--- src/rtl/handwheel_pkg.sv ---
// Constants and helpers for handwheel jog
package handwheel_pkg;

    // ----------------------------------------------------------------
    // Structure
    // ----------------------------------------------------------------
    localparam int NUM_AXES = 3;
    localparam int NUM_WHEELS = 4;
    localparam int NUM_WRITERS = 3;
    localparam int SYNC_STAGES = 3;
    localparam logic [1:0] GENERAL_WHEEL = 2'h0;
    localparam logic [1:0] WHEEL_OF_X = 2'h1;
    localparam logic [1:0] WHEEL_OF_Z = 2'h3;
    localparam logic [1:0] AXIS_FIRST = 2'h0;
    localparam logic [1:0] AXIS_SECOND_MILL = 2'h1;
    localparam logic [1:0] AXIS_SECOND_LATHE = 2'h2;

    // ----------------------------------------------------------------
    // Widths
    // ----------------------------------------------------------------
    localparam int PEND_W = 24;
    localparam int POS_W = 16;
    localparam int CNT_W = 16;
    localparam int GEOM_W = 16;
    localparam int LDIR_W = 10;
    localparam int COMP_W = 18;
    localparam int BTN_CNT_W = 28;
    localparam int IDLE_W = 23;
    localparam int TICK_W = 8;

    // ----------------------------------------------------------------
    // Multiplier codes
    // ----------------------------------------------------------------
    localparam logic [1:0] MULT_SEL_X1 = 2'h0;
    localparam logic [1:0] MULT_SEL_X10 = 2'h1;
    localparam logic [1:0] MULT_SEL_X100 = 2'h2;
    localparam logic [PEND_W-1:0] MULT_X1 = 24'h000001;
    localparam logic [PEND_W-1:0] MULT_X10 = 24'h00000A;
    localparam logic [PEND_W-1:0] MULT_X100 = 24'h000064;

    // ----------------------------------------------------------------
    // Geometry selects and reset values
    // ----------------------------------------------------------------
    localparam logic [1:0] GEOM_SEL_ANGLE = 2'h0;
    localparam logic [1:0] GEOM_SEL_CENTER1 = 2'h1;
    localparam logic [1:0] GEOM_SEL_CENTER2 = 2'h2;
    localparam logic [GEOM_W-1:0] GEOM_RESET = 16'h0000;
    localparam logic [CNT_W-1:0] CNT_INC = 16'h0001;
    localparam logic [CNT_W-1:0] CNT_DEC = 16'hFFFF;

    // ----------------------------------------------------------------
    // Timing
    // ----------------------------------------------------------------
    localparam int CLK_PERIOD_NS = 10;
    localparam int CYCLES_PER_MS = 1000000 / CLK_PERIOD_NS;
    localparam int BTN_HOLD_MS = 2000;
    localparam int BTN_HOLD_CYC_DEF = BTN_HOLD_MS * CYCLES_PER_MS;
    localparam int WHEEL_IDLE_MS = 50;
    localparam int WHEEL_IDLE_CYC_DEF = WHEEL_IDLE_MS * CYCLES_PER_MS;
    localparam int STEP_GAP_NS = 1000;
    localparam int STEP_GAP_CYC = (STEP_GAP_NS + CLK_PERIOD_NS - 1) / CLK_PERIOD_NS;

    // ----------------------------------------------------------------
    // Angle decode
    // ----------------------------------------------------------------
    localparam int DEG_FULL = 360;
    localparam int DEG_QUAD = 90;
    localparam int DEG_STEP = 15;
    localparam int SIN_STEPS = DEG_QUAD / DEG_STEP;

    // Factor for the selector switch; unused code falls back to x1
    function automatic logic [PEND_W-1:0] multFactor(input logic [1:0] sel);
        case (sel)
            MULT_SEL_X10: multFactor = MULT_X10;
            MULT_SEL_X100: multFactor = MULT_X100;
            default: multFactor = MULT_X1;
        endcase
    endfunction

    // Coarse sine in 15 degree steps, full scale 255
    function automatic logic [7:0] sinStep(input int idx);
        case (idx)
            0: sinStep = 8'h00;
            1: sinStep = 8'h42;
            2: sinStep = 8'h80;
            3: sinStep = 8'hB4;
            4: sinStep = 8'hDD;
            5: sinStep = 8'hF6;
            default: sinStep = 8'hFF;
        endcase
    endfunction

    // Signed {cos, sin} of an angle from the first axis
    function automatic logic [2*LDIR_W-1:0] lineDir(input logic [GEOM_W-1:0] angle);
        int a;
        int quad;
        int idx;
        logic signed [LDIR_W-1:0] c;
        logic signed [LDIR_W-1:0] s;
        a = int'(angle) % DEG_FULL;
        quad = a / DEG_QUAD;
        idx = ((a % DEG_QUAD) + DEG_STEP / 2) / DEG_STEP;
        c = LDIR_W'(sinStep(SIN_STEPS - idx));
        s = LDIR_W'(sinStep(idx));
        case (quad)
            0: lineDir = {c, s};
            1: lineDir = {-s, c};
            2: lineDir = {-c, -s};
            default: lineDir = {s, -c};
        endcase
    endfunction

endpackage

--- src/rtl/quad_step_if.sv ---
// Decoded step events from a wheel decoder
`timescale 1ns/1ps
interface quad_step_if;
    logic step;
    logic up;
    modport source (output step, output up);
    modport sink (input step, input up);
endinterface

--- src/rtl/quad_decoder.sv ---
// Three-stage pin synchroniser and x4 quadrature decoder for one handwheel
`timescale 1ns/1ps
module quad_decoder (
    input wire logic clock,
    input wire logic reset,
    input wire logic phaseA,
    input wire logic phaseB,
    quad_step_if.source stepOut
);
    import handwheel_pkg::*;

    typedef struct packed {
        logic [SYNC_STAGES-1:0] syncA;
        logic [SYNC_STAGES-1:0] syncB;
        logic [1:0] phase;
        logic step;
        logic up;
    } dec_state_t;

    dec_state_t q;
    dec_state_t d;
    logic [1:0] seen;

    // ----------------------------------------------------------------
    // Next state
    // ----------------------------------------------------------------
    // Level accepted once stages two and three agree
    always_comb begin
        d = q;
        seen = q.phase;
        d.syncA = {q.syncA[SYNC_STAGES-2:0], phaseA};
        d.syncB = {q.syncB[SYNC_STAGES-2:0], phaseB};
        if (q.syncA[1] == q.syncA[2]) begin
            seen[1] = q.syncA[2];
        end
        if (q.syncB[1] == q.syncB[2]) begin
            seen[0] = q.syncB[2];
        end
        d.phase = seen;
        // Single-channel edge is one count; a double jump is dropped
        d.step = ^(seen ^ q.phase);
        d.up = q.phase[1] ^ seen[0];
    end

    // ----------------------------------------------------------------
    // State register
    // ----------------------------------------------------------------
    always_ff @(posedge clock or posedge reset) begin
        if (reset) begin
            q <= '0;
        end else begin
            q <= d;
        end
    end

    assign stepOut.step = q.step;
    assign stepOut.up = q.up;

endmodule

--- src/rtl/handwheel_jog_control.sv ---
// Handwheel jog control: routing, axis select, path mode, pulse counts
//
// Notes on behaviour
// - Each wheel edge counts once (x4), then scaled by 1, 10 or 100.
// - Three individual wheels, each moving only its bound axis.
// - General wheel moves only the selected axis, sign following rotation.
// - Individual wheel stop drops distance still owed to its axis.
// - General wheel stop drops owed distance only if stop select set.
// - Short button press picks first axis, then next, wrapping round.
// - Button held over two seconds deselects the axis.
// - A jog key selects its axis for the general wheel.
// - While an individual wheel moves, general counts are ignored.
// - Path mode enable input: 0 off, 1 on.
// - Path type input: 0 straight line, 1 circular arc.
// - Line uses angle from first axis; arc uses two centres.
// - Angle and centres read and written by three sources.
// - In path mode one wheel drives both plane axes along the path.
// - Path wheel is general wheel, else X wheel (mill) or Z wheel (lathe).
// - General wheel on path: individual wheels keep their axes.
// - Readable accumulated pulse count for each of four wheels.
`timescale 1ns/1ps
module handwheel_jog_control #(
    parameter int BTN_HOLD_CYCLES = handwheel_pkg::BTN_HOLD_CYC_DEF,
    parameter int WHEEL_IDLE_CYCLES = handwheel_pkg::WHEEL_IDLE_CYC_DEF
) (
    input wire logic clock,
    input wire logic reset,
    input wire logic [handwheel_pkg::NUM_WHEELS-1:0] wheelPhaseA,
    input wire logic [handwheel_pkg::NUM_WHEELS-1:0] wheelPhaseB,
    input wire logic handwheelMode,
    input wire logic [1:0] jogMultSel,
    input wire logic axisSelButton,
    input wire logic [handwheel_pkg::NUM_AXES-1:0] jogKeySelect,
    input wire logic generalPresent,
    input wire logic latheModel,
    input wire logic overflowStopSelect,
    input wire logic pathModeEnable,
    input wire logic pathTypeSelect,
    input wire logic [handwheel_pkg::NUM_WRITERS-1:0] geomWrEn,
    input wire logic [handwheel_pkg::NUM_WRITERS-1:0][1:0] geomWrSel,
    input wire logic [handwheel_pkg::NUM_WRITERS-1:0][handwheel_pkg::GEOM_W-1:0] geomWrData,
    output logic [handwheel_pkg::NUM_AXES-1:0] axisStep,
    output logic [handwheel_pkg::NUM_AXES-1:0] axisDir,
    output logic selValid,
    output logic [1:0] selAxis,
    output logic [handwheel_pkg::CNT_W-1:0] wheel1PulseCount,
    output logic [handwheel_pkg::CNT_W-1:0] wheel2PulseCount,
    output logic [handwheel_pkg::CNT_W-1:0] wheel3PulseCount,
    output logic [handwheel_pkg::CNT_W-1:0] wheel4PulseCount,
    output logic [handwheel_pkg::GEOM_W-1:0] pathLineAngle,
    output logic [handwheel_pkg::GEOM_W-1:0] arcCenterFirstAxis,
    output logic [handwheel_pkg::GEOM_W-1:0] arcCenterSecondAxis
);
    import handwheel_pkg::*;

    // ----------------------------------------------------------------
    // State
    // ----------------------------------------------------------------
    typedef struct packed {
        logic [SYNC_STAGES-1:0] btnSync;
        logic btnLevel;
        logic btnLong;
        logic [BTN_CNT_W-1:0] btnCnt;
        logic selValid;
        logic [1:0] selAxis;
        logic [NUM_WHEELS-1:0][IDLE_W-1:0] idleCnt;
        logic [NUM_WHEELS-1:0][CNT_W-1:0] pulseCnt;
        logic [NUM_AXES-1:0][PEND_W-1:0] pend;
        logic [PEND_W-1:0] pathPend;
        logic [NUM_AXES-1:0][POS_W-1:0] pos;
        logic [COMP_W:0] err;
        logic [TICK_W-1:0] tickCnt;
        logic [GEOM_W-1:0] geomAngle;
        logic [GEOM_W-1:0] geomCenter1;
        logic [GEOM_W-1:0] geomCenter2;
        logic [NUM_AXES-1:0] axisStep;
        logic [NUM_AXES-1:0] axisDir;
    } jog_state_t;

    // Idle counters start saturated: no wheel busy after reset
    localparam jog_state_t RESET_STATE = '{idleCnt: '1, default: '0};
    localparam logic [IDLE_W-1:0] IDLE_DONE = IDLE_W'(WHEEL_IDLE_CYCLES);
    localparam logic [IDLE_W-1:0] IDLE_LAST = IDLE_W'(WHEEL_IDLE_CYCLES - 1);
    localparam logic [BTN_CNT_W-1:0] HOLD_LAST = BTN_CNT_W'(BTN_HOLD_CYCLES - 1);
    localparam logic [TICK_W-1:0] TICK_LAST = TICK_W'(STEP_GAP_CYC - 1);

    jog_state_t q;
    jog_state_t d;

    logic [NUM_WHEELS-1:0] wStep;
    logic [NUM_WHEELS-1:0] wUp;

    // ----------------------------------------------------------------
    // Wheel decoders
    // ----------------------------------------------------------------
    quad_step_if wheelIf[NUM_WHEELS] ();

    genvar g;
    generate
        for (g = 0; g < NUM_WHEELS; g++) begin : gWheel
            quad_decoder decoder (
                .clock(clock),
                .reset(reset),
                .phaseA(wheelPhaseA[g]),
                .phaseB(wheelPhaseB[g]),
                .stepOut(wheelIf[g].source)
            );
            assign wStep[g] = wheelIf[g].step;
            assign wUp[g] = wheelIf[g].up;
        end
    endgenerate

    // ----------------------------------------------------------------
    // Next state
    // ----------------------------------------------------------------
    always_comb begin
        logic [PEND_W-1:0] amt;
        logic [PEND_W-1:0] delta;
        logic [NUM_WHEELS-1:0] stopNow;
        logic indivActive;
        logic pathOn;
        logic [1:0] pathWheel;
        logic [1:0] secondAxis;
        logic tick;
        logic [2*LDIR_W-1:0] ld;
        logic signed [COMP_W-1:0] cx;
        logic signed [COMP_W-1:0] cy;
        logic signed [COMP_W-1:0] mx;
        logic signed [COMP_W-1:0] my;
        logic signed [COMP_W:0] errNext;
        logic [NUM_AXES-1:0] claim;
        logic [NUM_AXES-1:0] claimDir;
        logic stepNow;
        logic dirNow;
        amt = multFactor(jogMultSel);
        delta = '0;
        stopNow = '0;
        indivActive = 1'b0;
        pathOn = pathModeEnable;
        pathWheel = generalPresent ? GENERAL_WHEEL : (latheModel ? WHEEL_OF_Z : WHEEL_OF_X);
        secondAxis = latheModel ? AXIS_SECOND_LATHE : AXIS_SECOND_MILL;
        tick = (q.tickCnt == TICK_LAST);
        ld = '0;
        cx = '0;
        cy = '0;
        mx = '0;
        my = '0;
        errNext = '0;
        claim = '0;
        claimDir = '0;
        stepNow = 1'b0;
        dirNow = 1'b0;
        d = q;
        d.axisStep = '0;

        // Button: synchronise, accept when stages agree
        d.btnSync = {q.btnSync[SYNC_STAGES-2:0], axisSelButton};
        if (q.btnSync[1] == q.btnSync[2]) begin
            d.btnLevel = q.btnSync[2];
        end
        if (q.btnLevel) begin
            if (q.btnCnt == HOLD_LAST && !q.btnLong) begin
                d.btnLong = 1'b1;
                d.selValid = 1'b0;
            end else if (!q.btnLong) begin
                d.btnCnt = q.btnCnt + BTN_CNT_W'(1);
            end
        end
        // Short press acts on release, so a long hold never also advances
        if (q.btnLevel && !d.btnLevel) begin
            if (!q.btnLong) begin
                if (!q.selValid) begin
                    d.selValid = 1'b1;
                    d.selAxis = AXIS_FIRST;
                end else if (q.selAxis == 2'(NUM_AXES - 1)) begin
                    d.selAxis = AXIS_FIRST;
                end else begin
                    d.selAxis = q.selAxis + 2'(1);
                end
            end
            d.btnCnt = '0;
            d.btnLong = 1'b0;
        end

        // Jog keys pick the general axis, lowest first
        for (int a = NUM_AXES - 1; a >= 0; a--) begin
            if (jogKeySelect[a]) begin
                d.selValid = 1'b1;
                d.selAxis = 2'(a);
            end
        end

        // Pulse counters and per-wheel idle timers
        for (int i = 0; i < NUM_WHEELS; i++) begin
            if (wStep[i]) begin
                d.pulseCnt[i] = q.pulseCnt[i] + (wUp[i] ? CNT_INC : CNT_DEC);
                d.idleCnt[i] = '0;
            end else if (q.idleCnt[i] < IDLE_DONE) begin
                d.idleCnt[i] = q.idleCnt[i] + IDLE_W'(1);
                stopNow[i] = (q.idleCnt[i] == IDLE_LAST);
            end
        end
        for (int i = 1; i < NUM_WHEELS; i++) begin
            indivActive = indivActive | (q.idleCnt[i] < IDLE_DONE);
        end

        // Individual wheels feed own axis or the path
        for (int i = 1; i < NUM_WHEELS; i++) begin
            delta = wUp[i] ? amt : PEND_W'(0) - amt;
            if (handwheelMode && wStep[i]) begin
                if (pathOn && pathWheel == 2'(i)) begin
                    d.pathPend = d.pathPend + delta;
                end else begin
                    d.pend[i-1] = d.pend[i-1] + delta;
                end
            end
        end

        // General wheel locked out while an individual is busy
        delta = wUp[GENERAL_WHEEL] ? amt : PEND_W'(0) - amt;
        if (handwheelMode && wStep[GENERAL_WHEEL] && !indivActive) begin
            if (pathOn && generalPresent) begin
                d.pathPend = d.pathPend + delta;
            end else if (q.selValid) begin
                d.pend[q.selAxis] = d.pend[q.selAxis] + delta;
            end
        end

        // Wheel stopped with distance owed
        for (int i = 1; i < NUM_WHEELS; i++) begin
            if (stopNow[i]) begin
                d.pend[i-1] = '0;
                if (pathWheel == 2'(i)) begin
                    d.pathPend = '0;
                end
            end
        end
        if (stopNow[GENERAL_WHEEL] && overflowStopSelect) begin
            if (q.selValid) begin
                d.pend[q.selAxis] = '0;
            end
            if (generalPresent) begin
                d.pathPend = '0;
            end
        end

        // Pacing caps every axis at the top rate
        d.tickCnt = tick ? '0 : q.tickCnt + TICK_W'(1);

        // Path direction: line, or tangent about the centre
        if (tick && d.pathPend != '0) begin
            if (!pathTypeSelect) begin
                ld = lineDir(q.geomAngle);
                cx = COMP_W'($signed(ld[2*LDIR_W-1:LDIR_W]));
                cy = COMP_W'($signed(ld[LDIR_W-1:0]));
            end else begin
                cx = COMP_W'($signed(q.geomCenter2)) - COMP_W'($signed(q.pos[secondAxis]));
                cy = COMP_W'($signed(q.pos[AXIS_FIRST])) - COMP_W'($signed(q.geomCenter1));
            end
            if ($signed(d.pathPend) < 0) begin
                cx = -cx;
                cy = -cy;
            end
            mx = (cx < 0) ? -cx : cx;
            my = (cy < 0) ? -cy : cy;
            // Bresenham split: major axis every step, minor on error wrap
            if (mx >= my && mx != '0) begin
                claim[AXIS_FIRST] = 1'b1;
                claimDir[AXIS_FIRST] = (cx >= 0);
                errNext = $signed(q.err) + (COMP_W + 1)'(my);
                if (errNext >= (COMP_W + 1)'(mx)) begin
                    errNext = errNext - (COMP_W + 1)'(mx);
                    claim[secondAxis] = 1'b1;
                    claimDir[secondAxis] = (cy >= 0);
                end
            end else if (my != '0) begin
                claim[secondAxis] = 1'b1;
                claimDir[secondAxis] = (cy >= 0);
                errNext = $signed(q.err) + (COMP_W + 1)'(mx);
                if (errNext >= (COMP_W + 1)'(my)) begin
                    errNext = errNext - (COMP_W + 1)'(my);
                    claim[AXIS_FIRST] = 1'b1;
                    claimDir[AXIS_FIRST] = (cx >= 0);
                end
            end
            d.err = errNext;
            d.pathPend = ($signed(d.pathPend) < 0) ? d.pathPend + PEND_W'(1)
                                                   : d.pathPend - PEND_W'(1);
        end

        // Steps; path claims win, own distance waits
        for (int a = 0; a < NUM_AXES; a++) begin
            stepNow = 1'b0;
            dirNow = q.axisDir[a];
            if (tick && claim[a]) begin
                stepNow = 1'b1;
                dirNow = claimDir[a];
            end else if (tick && d.pend[a] != '0) begin
                stepNow = 1'b1;
                dirNow = ($signed(d.pend[a]) > 0);
                d.pend[a] = dirNow ? d.pend[a] - PEND_W'(1) : d.pend[a] + PEND_W'(1);
            end
            d.axisStep[a] = stepNow;
            d.axisDir[a] = dirNow;
            if (stepNow) begin
                d.pos[a] = dirNow ? q.pos[a] + POS_W'(1) : q.pos[a] - POS_W'(1);
            end
        end

        // Geometry writes; lowest source wins a clash
        for (int s = NUM_WRITERS - 1; s >= 0; s--) begin
            if (geomWrEn[s]) begin
                case (geomWrSel[s])
                    GEOM_SEL_ANGLE: begin
                        d.geomAngle = geomWrData[s];
                    end
                    GEOM_SEL_CENTER1: begin
                        d.geomCenter1 = geomWrData[s];
                    end
                    GEOM_SEL_CENTER2: begin
                        d.geomCenter2 = geomWrData[s];
                    end
                    default: begin
                        d.geomAngle = d.geomAngle;
                    end
                endcase
            end
        end
    end

    // ----------------------------------------------------------------
    // State register
    // ----------------------------------------------------------------
    always_ff @(posedge clock or posedge reset) begin
        if (reset) begin
            q <= RESET_STATE;
        end else begin
            q <= d;
        end
    end

    // ----------------------------------------------------------------
    // Outputs, straight from the state register
    // ----------------------------------------------------------------
    assign axisStep = q.axisStep;
    assign axisDir = q.axisDir;
    assign selValid = q.selValid;
    assign selAxis = q.selAxis;
    // Raw x4 counts, not scaled; supervisor takes differences
    assign wheel1PulseCount = q.pulseCnt[0];
    assign wheel2PulseCount = q.pulseCnt[1];
    assign wheel3PulseCount = q.pulseCnt[2];
    assign wheel4PulseCount = q.pulseCnt[3];
    assign pathLineAngle = q.geomAngle;
    assign arcCenterFirstAxis = q.geomCenter1;
    assign arcCenterSecondAxis = q.geomCenter2;

endmodule

--- config.mk ---
export PLATFORM = sky130hd
export DESIGN_NAME = handwheel_jog_control
export DESIGN_NICKNAME = d
export VERILOG_FILES = /design/src/rtl/handwheel_pkg.sv /design/src/rtl/quad_step_if.sv /design/src/rtl/quad_decoder.sv /design/src/rtl/handwheel_jog_control.sv
export SDC_FILE = /design/constraint.sdc
export NUM_CORES = 2
export LEC_CHECK = 0
export BUFFER_PORTS_ARGS = -buffer_cell sky130_fd_sc_hd__buf_2
export CAP_MARGIN = 40
export CORE_MARGIN = 1
export CORE_UTILIZATION = 30
export DETAILED_ROUTE_END_ITERATION = 10
export PLACE_DENSITY_LB_ADDON = 0.1
export SLEW_MARGIN = 20
export SYNTH_ARGS = -nofsm -noshare
export SYNTH_HDL_FRONTEND = slang
export SYNTH_SLANG_ARGS = --single-unit
export TNS_END_PERCENT = 1
--- constraint.sdc ---
create_clock -name clock -period 28.2 [get_ports clock]
set_input_delay 2.82 -clock clock [delete_from_list [all_inputs] [get_ports clock]]
set_output_delay 2.82 -clock clock [all_outputs]
set_load 0.1 [all_outputs]
# After elaboration in Yosys (flattened, before gate mapping)
# Cells that the tools add are included.
classes:
  reduce_logical: 51
  n_addsub: 48
  magnitude_cmp: 19
  n_eq_ne: 42
  div_mod_pow: 4
  bitwise: 13
  muxes: 156
op_table:
  columns: ["cell", "n"]
  rows:
  - ["24-bit 2-to-1 mux", 36]
  - ["16-bit 2-to-1 mux", 17]
  - ["48-bit 2-to-1 mux", 5]
  - ["72-bit 2-to-1 mux", 3]
  - ["24-bit adder", 8]
  - ["96-bit 2-to-1 mux", 2]
  - ["23-bit 2-to-1 mux", 8]
  - ["18-bit 2-to-1 mux", 10]
  - ["32-bit by 2-bit equality test with 1-bit output (second input constant)", 5]
  - ["32-bit by 3-bit equality test with 1-bit output (second input constant)", 4]
  - ["24-bit by 1-bit adder with 24-bit output (second input constant)", 4]
  - ["32-bit by 1-bit equality test with 1-bit output (second input constant)", 3]
  - ["32-bit logical NOT", 3]
  - ["8-bit one-hot mux with 6 select lines", 2]
  - ["24-bit nonzero test", 4]
  - ["24-bit by 1-bit subtractor with 24-bit output (second input constant)", 4]
  - ["23-bit by 1-bit adder with 23-bit output (second input constant)", 4]
  - ["23-bit equality test (second input constant)", 4]
  - ["23-bit < comparator (second input constant)", 4]
  - ["19-bit 2-to-1 mux", 4]
  - ["72-bit bitwise AND", 1]
  - ["72-bit bitwise mux", 1]
  - ["24-bit by 1-bit > comparator with 1-bit output (second input constant)", 3]
  - ["18-bit negation", 4]
  - ["other kinds (59)", 190]
word_totals:
  reg_bits: 457
  out_inout_bits: 121
  in_bits: 79

# Longest topological paths before layout
depth:
  ltp_word: 45
  ltp_mapped: 161
  mapped_depth_nobuf: 145

# By module
# From an unflattened synthesis, not the netlist that was laid out.
unflattened:
  hier_cells: 6797
  hier_area_um2: 55995.0
by_module_without_submodules:
  columns: ["mod", "instances", "seq_area_each_um2", "area_per_inst_um2", "cells_per_inst"]
  rows:
  - ["handwheel_jog_control", 1, 10550.1, 54673.7, 6709]
  - ["quad_decoder", 4, 250.2, 330.3, 22]

# Least setup slack after synthesis
# OpenSTA, ideal clock, no wires.
synth_timing:
  path_type: "reg-to-reg"
  start: "register q (netlist bit pathLineAngle[12])"
  end: "register q[96] (netlist bit)"
  slack_ns: -1.750
  arrival_time_ns: 29.870
  required_time_ns: 28.120
  path_stages_with_launch: 145
  setup_time_ns: 0.080
  synth_period_minus_slack_ns: 29.950
  cell_sequence: "dfrtp_1 buf_2 buf_4 o211a_1 nor2_1 inv_1 ha_1 nor2b_1 o22ai_1 a21o_1 o21ai_2 xnor2_2 o311ai_2 nand3_1 o21ai_2 mux2_2 mux2_2 o311ai_1 [... 109 more ...] a21oi_1 o21ai_0 a21oi_1 o21ai_0 a21oi_1 o21ai_0 a21oi_1 o21ai_0 a21oi_1 o21bai_1 a21oi_1 o21bai_1 a21oi_1 nor3_1 a21oi_1 nor2_1 mux2i_1 xnor2_1"
synth_lines:
  columns: ["element", "line", "rtl"]
  rows:
  - ["start: declaration", "handwheel_jog_control.sv:87", "jog_state_t q;"]
  - ["start signal: assignment", "handwheel_jog_control.sv:336", "q <= RESET_STATE;"]
  - ["start signal: assignment", "handwheel_jog_control.sv:338", "q <= d;"]

# Worst setup path after layout
layout_timing:
  start: "register q (netlist bit pathLineAngle[10])"
  end: "register q[128] (netlist bit)"
layout_between:
  elab_chain_cells: 26
layout_rtl:
  columns: ["element", "line", "rtl"]
  rows:
  - ["17-bit by 10-bit modulo with 32-bit output *", "handwheel_pkg.sv:100", "a = int'(angle) % DEG_FULL;"]
  - ["32-bit by 8-bit modulo with 32-bit output", "handwheel_pkg.sv:102", "idx = ((a % DEG_QUAD) + DEG_STEP / 2) / DEG_STEP;"]
  - ["32-bit by 4-bit adder with 32-bit output", "handwheel_pkg.sv:102", null]
  - ["32-bit by 5-bit divider with 32-bit output", "handwheel_pkg.sv:102", null]
  - ["4-bit by 32-bit subtractor with 32-bit output", "handwheel_pkg.sv:103", "c = LDIR_W'(sinStep(SIN_STEPS - idx));"]
  - ["32-bit by 3-bit equality test with 1-bit output (tied with other cells)", "handwheel_pkg.sv:82", "case (idx)"]
  - ["8-bit one-hot mux with 6 select lines", "handwheel_pkg.sv:82", null]
  - ["8-bit 2-to-1 mux", "handwheel_jog_control.sv:252", "if (!pathTypeSelect) begin"]
  - ["[... 10 more ...]", null, null]
  - ["19-bit by 18-bit adder with 19-bit output", "handwheel_jog_control.sv:270", "errNext = $signed(q.err) + (COMP_W + 1)'(my);"]
  - ["19-bit by 18-bit >= comparator with 1-bit output", "handwheel_jog_control.sv:271", "if (errNext >= (COMP_W + 1)'(mx)) begin"]
  - ["3-bit 2-to-1 mux", "handwheel_jog_control.sv:271", null]
  - ["3-bit 2-to-1 mux", "handwheel_jog_control.sv:267", "if (mx >= my && mx != '0) begin"]
  - ["3-bit 2-to-1 mux", "handwheel_jog_control.sv:251", "if (tick && d.pathPend != '0) begin"]
  - ["1-bit logical AND", "handwheel_jog_control.sv:295", "if (tick && claim[a]) begin"]
  - ["1-bit 2-to-1 mux", "handwheel_jog_control.sv:295", null]
  - ["16-bit 2-to-1 mux", "handwheel_jog_control.sv:306", "d.pos[a] = dirNow ? q.pos[a] + POS_W'(1) : q.pos[a] - POS_W'(1);"]
# Every way passes the cells marked *; elsewhere a longest branch is shown, timed or not. The select of a mux whose other input is x is not followed.
# A chain may end at the register's enable or synchronous reset.

==> results.py <==
metrics = {
    "run_status": {
        "outcome": "complete, no violations",
    },
    "placed_design": {
        "post-dp-hpwl_um": 148000,
        "port_buffers": 199,
        "placed_cells": 9980,
        "place.gp.congestion": 0.899,
    },
    "detailed_routing": {
        "drt-total-wl_um": 189000,
        "wl_per_cell_um": 18.5,
        "ant_nets": 0,
        "dr.pass1.iters": 5,
        "viasPerCell": 5.11,
        "first_iter_violations": 2820,
        "via_count": 52100,
        "drc": 0,
    },
    "timing": {
        "final.setup_skew_ps": 33.8,
        "final_max_slew_viol_count": 0,
        "tightestPinTransition_ps": 879,
        "rsz0062_at_grt": "true",
        "relSlewSlack_pct": 41.2,
        "fmax_mhz": 36.3,
        "setup_viol": 0,
        "period_needed_ps": 27520,
        "timing.final.crit_share_pct": 97.6,
        "hold_viol_final": 0,
    },
    "grt": {
        "antenna_found_initial": 19,
        "grtUsageTotal_pct": 19.9,
        "grt_max_degree": 82,
        "grt_overflow": 0,
        "grt_pass1_wl_um": 295000,
        "grt_pass1_vias": 51600,
    },
    "floorplanning": {
        "placementRows": 156,
        "start_util_pct": 30.3,
        "core_um2": 182000,
        "die_area_um2": 185000,
        "die_x_um": 430,
        "die_y_um": 430,
        "io_pins": 200,
    },
    "yosys": {
        "syn-instance-count": 6780,
        "synth_area_leaders": "dfrtp_1 (17%), ha_1 (11%), xnor2_1 (7.8%)",
        "synth_top_area_share_pct": 16.6,
        "synthDistinctLibCells": 140,
        "async_flop_share_pct": 100,
        "synth.avg_cell_area_um2": 8.12,
        "netlist_area_um2": 55000,
        "synth_flop_cell": "dfrtp_1",
        "yosys_warnings": 0,
        "post-synth-top-area-cell": "dfrtp_1",
        "yosysSeqAreaShare_pct": 21.0,
        "synth-seq-cells": 457,
        "synth_edf_count": 0,
    },
    "hold_path": {
        "hp-class": "reg2reg",
    },
    "job": {
        "drv_cap": 0,
    },
    "critical_path": {
        "cp_data_arrival_time_ps": 28120,
        "cpPeakStageDelay_ps": 520,
        "cp_max_fo": 9,
        "slowest_stage": "fa_1",
        "crit_type": "reg2reg",
        "worstPathRequired_ps": 28810,
        "end_kind": "flip-flop",
        "critPathLaunchType": "flip-flop",
    },
    "clock_network": {
        "cts-root-buf": "clkbuf_16",
        "clk_pin_slew_ps": 60,
        "cts_tree": "built",
        "clkLatencyLatePin_ps": 700,
        "cts_max_path_buffers": 3,
        "clock_sinks": 457,
        "htree_levels": 3,
        "cts_buffers": 70,
    },
    "cells_and_area": {
        "fin_nets": 8372,
        "finalCoreUtilization_pct": 38.6,
        "areaGrowthSynthToFinish_pct": 27.4,
        "drive_gt1_share_pct": 26.7,
        "finalNonFillerCells": 10200,
    },
}
## sequential cells by signal, summed over array words and instances, names as in the netlist, 4 cells and up
signal,count
q,294
arcCenterFirstAxis,16
arcCenterSecondAxis,16
gWheel.decoder.d,16
gWheel.decoder.q,16
pathLineAngle,16
wheel1PulseCount,16
wheel2PulseCount,16
wheel3PulseCount,16
wheel4PulseCount,16
gWheel.decoder.stepOut.step,4
gWheel.decoder.stepOut.up,4
## per-stage QoR
stage	setup WS [ps]	cell area, µm²	setup TNS (ps)	hold WS, ps
after floorplan	-7.63	55600	-13.4	331
final	682	70100	0	332
after global routing	-929	70100	-9690	336
after detailed placement	-886	65200	-5610	336
after CTS	14.2	68200	0	326
after global placement	-541	65000	-2140	333
## routing by layer
metal	track usage, %	wire length (µm)	part of all wire, %
met1	26.7	90100	48
met4	5.19	4810	2.5
met5	0	101	0.054
met2	33.0	87100	46
met3	2.90	6670	3.5
## cells in the final DEF (no fill, tap or decap), drive strengths merged, types with 57 or more instances in the layout
cell,n
o21ai,340
xor2,240
nor2,599
clkbuf,98
mux2,194
nor3,124
dfrtp,365
a31oi,72
nand3,153
buf,1298
dfstp,92
a21o,206
nand4,71
mux2i,191
nand2,421
a21oi,686
inv,446
ha,498
o211ai,63
nor2b,57
xnor2,495
o21bai,244
## layout make-up
| cell class | count | area [µm²] |
|---|---|---|
| fillers | 18600 | 111000 |
| diodes | 5 | 12.5 |
| repair buffers | 1299 | 9560 |
| multi-input cells | 5493 | 41700 |
| inverters | 450 | 1700 |
| clock inverters | 30 | 503 |
| well taps | 2370 | 2970 |
| clock buffers | 98 | 2060 |
| flip-flops and latches | 457 | 11600 |
## worst paths after layout
path / startpoint / endpoint / slack, ps / cells past startpoint
worst max-delay path: pathLineAngle[10] / q[128] / 680 / 145
worst max register to register: pathLineAngle[10] / q[128] / 680 / 145
max in group asynchronous: reset / q[141] / 23960 / 6
worst min register to register: gWheel[1].decoder.d[8] / gWheel[1].decoder.d[9] / 330 / 0
worst min-delay path: gWheel[1].decoder.d[8] / gWheel[1].decoder.d[9] / 330 / 0
min in group asynchronous: reset / gWheel[2].decoder.d[5] / 2200 / 2
## cell families (layout without fill, tap and decap cells)
logic type	after synthesis	count (layout)	share of synthesized area, %
simple gates	1778	1778	15.4
mux	386	386	7.51
xor+xnor	739	739	12.0
flops	457	457	21.0
fa+ha+maj	537	537	12.5
other cells	2	13	0.0136
buf+inv	836	1877	6.99
compound gates	2045	2045	24.6
## synth_stat cells, types with 23 or more instances
cell type  instances
mux2_2           138
o211ai_1          60
nor3_1           119
xnor2_1          489
clkbuf_1         152
nand4_1           71
nand3_1          153
nor4_1            47
or3_1             39
o21bai_1         243
buf_4            151
o21ai_1           31
ha_1             498
o22ai_1           44
xor2_1           239
nand2b_1          51
fa_1              24
and3_1            49
a21o_1           206
mux2i_1          188
nor2b_1           57
and2_1            47
dfrtp_1          365
o21a_1            23
buf_2             53
mux2_1            55
a31oi_1           68
o21ai_0          301
a211oi_1          44
a21oi_1          676
dfstp_2           92
nor2_1           595
nand2_1          420
inv_1            442
## worst max-delay path, delay by kind of cell, from the launching register on
kind	cells	cell delay, ps
compound gates	70	14760
xor+xnor	8	1360
fa+ha+maj	9	2300
buf+inv	22	2860
flops	1	380
mux	6	1180
simple gates	30	4490
## repair_timing
action                     in CTS  in global routing
cloned                          0                  1
hold buffers                    0                  0
buffers inserted               21                 63
resized for setup              65                272
pin swaps                      40                172
setup endpoints to repair      18                 46
Power is left out: the tool's default activity adds up to more than one toggle a clock period on the data nets, which glitch-free logic cannot reach.
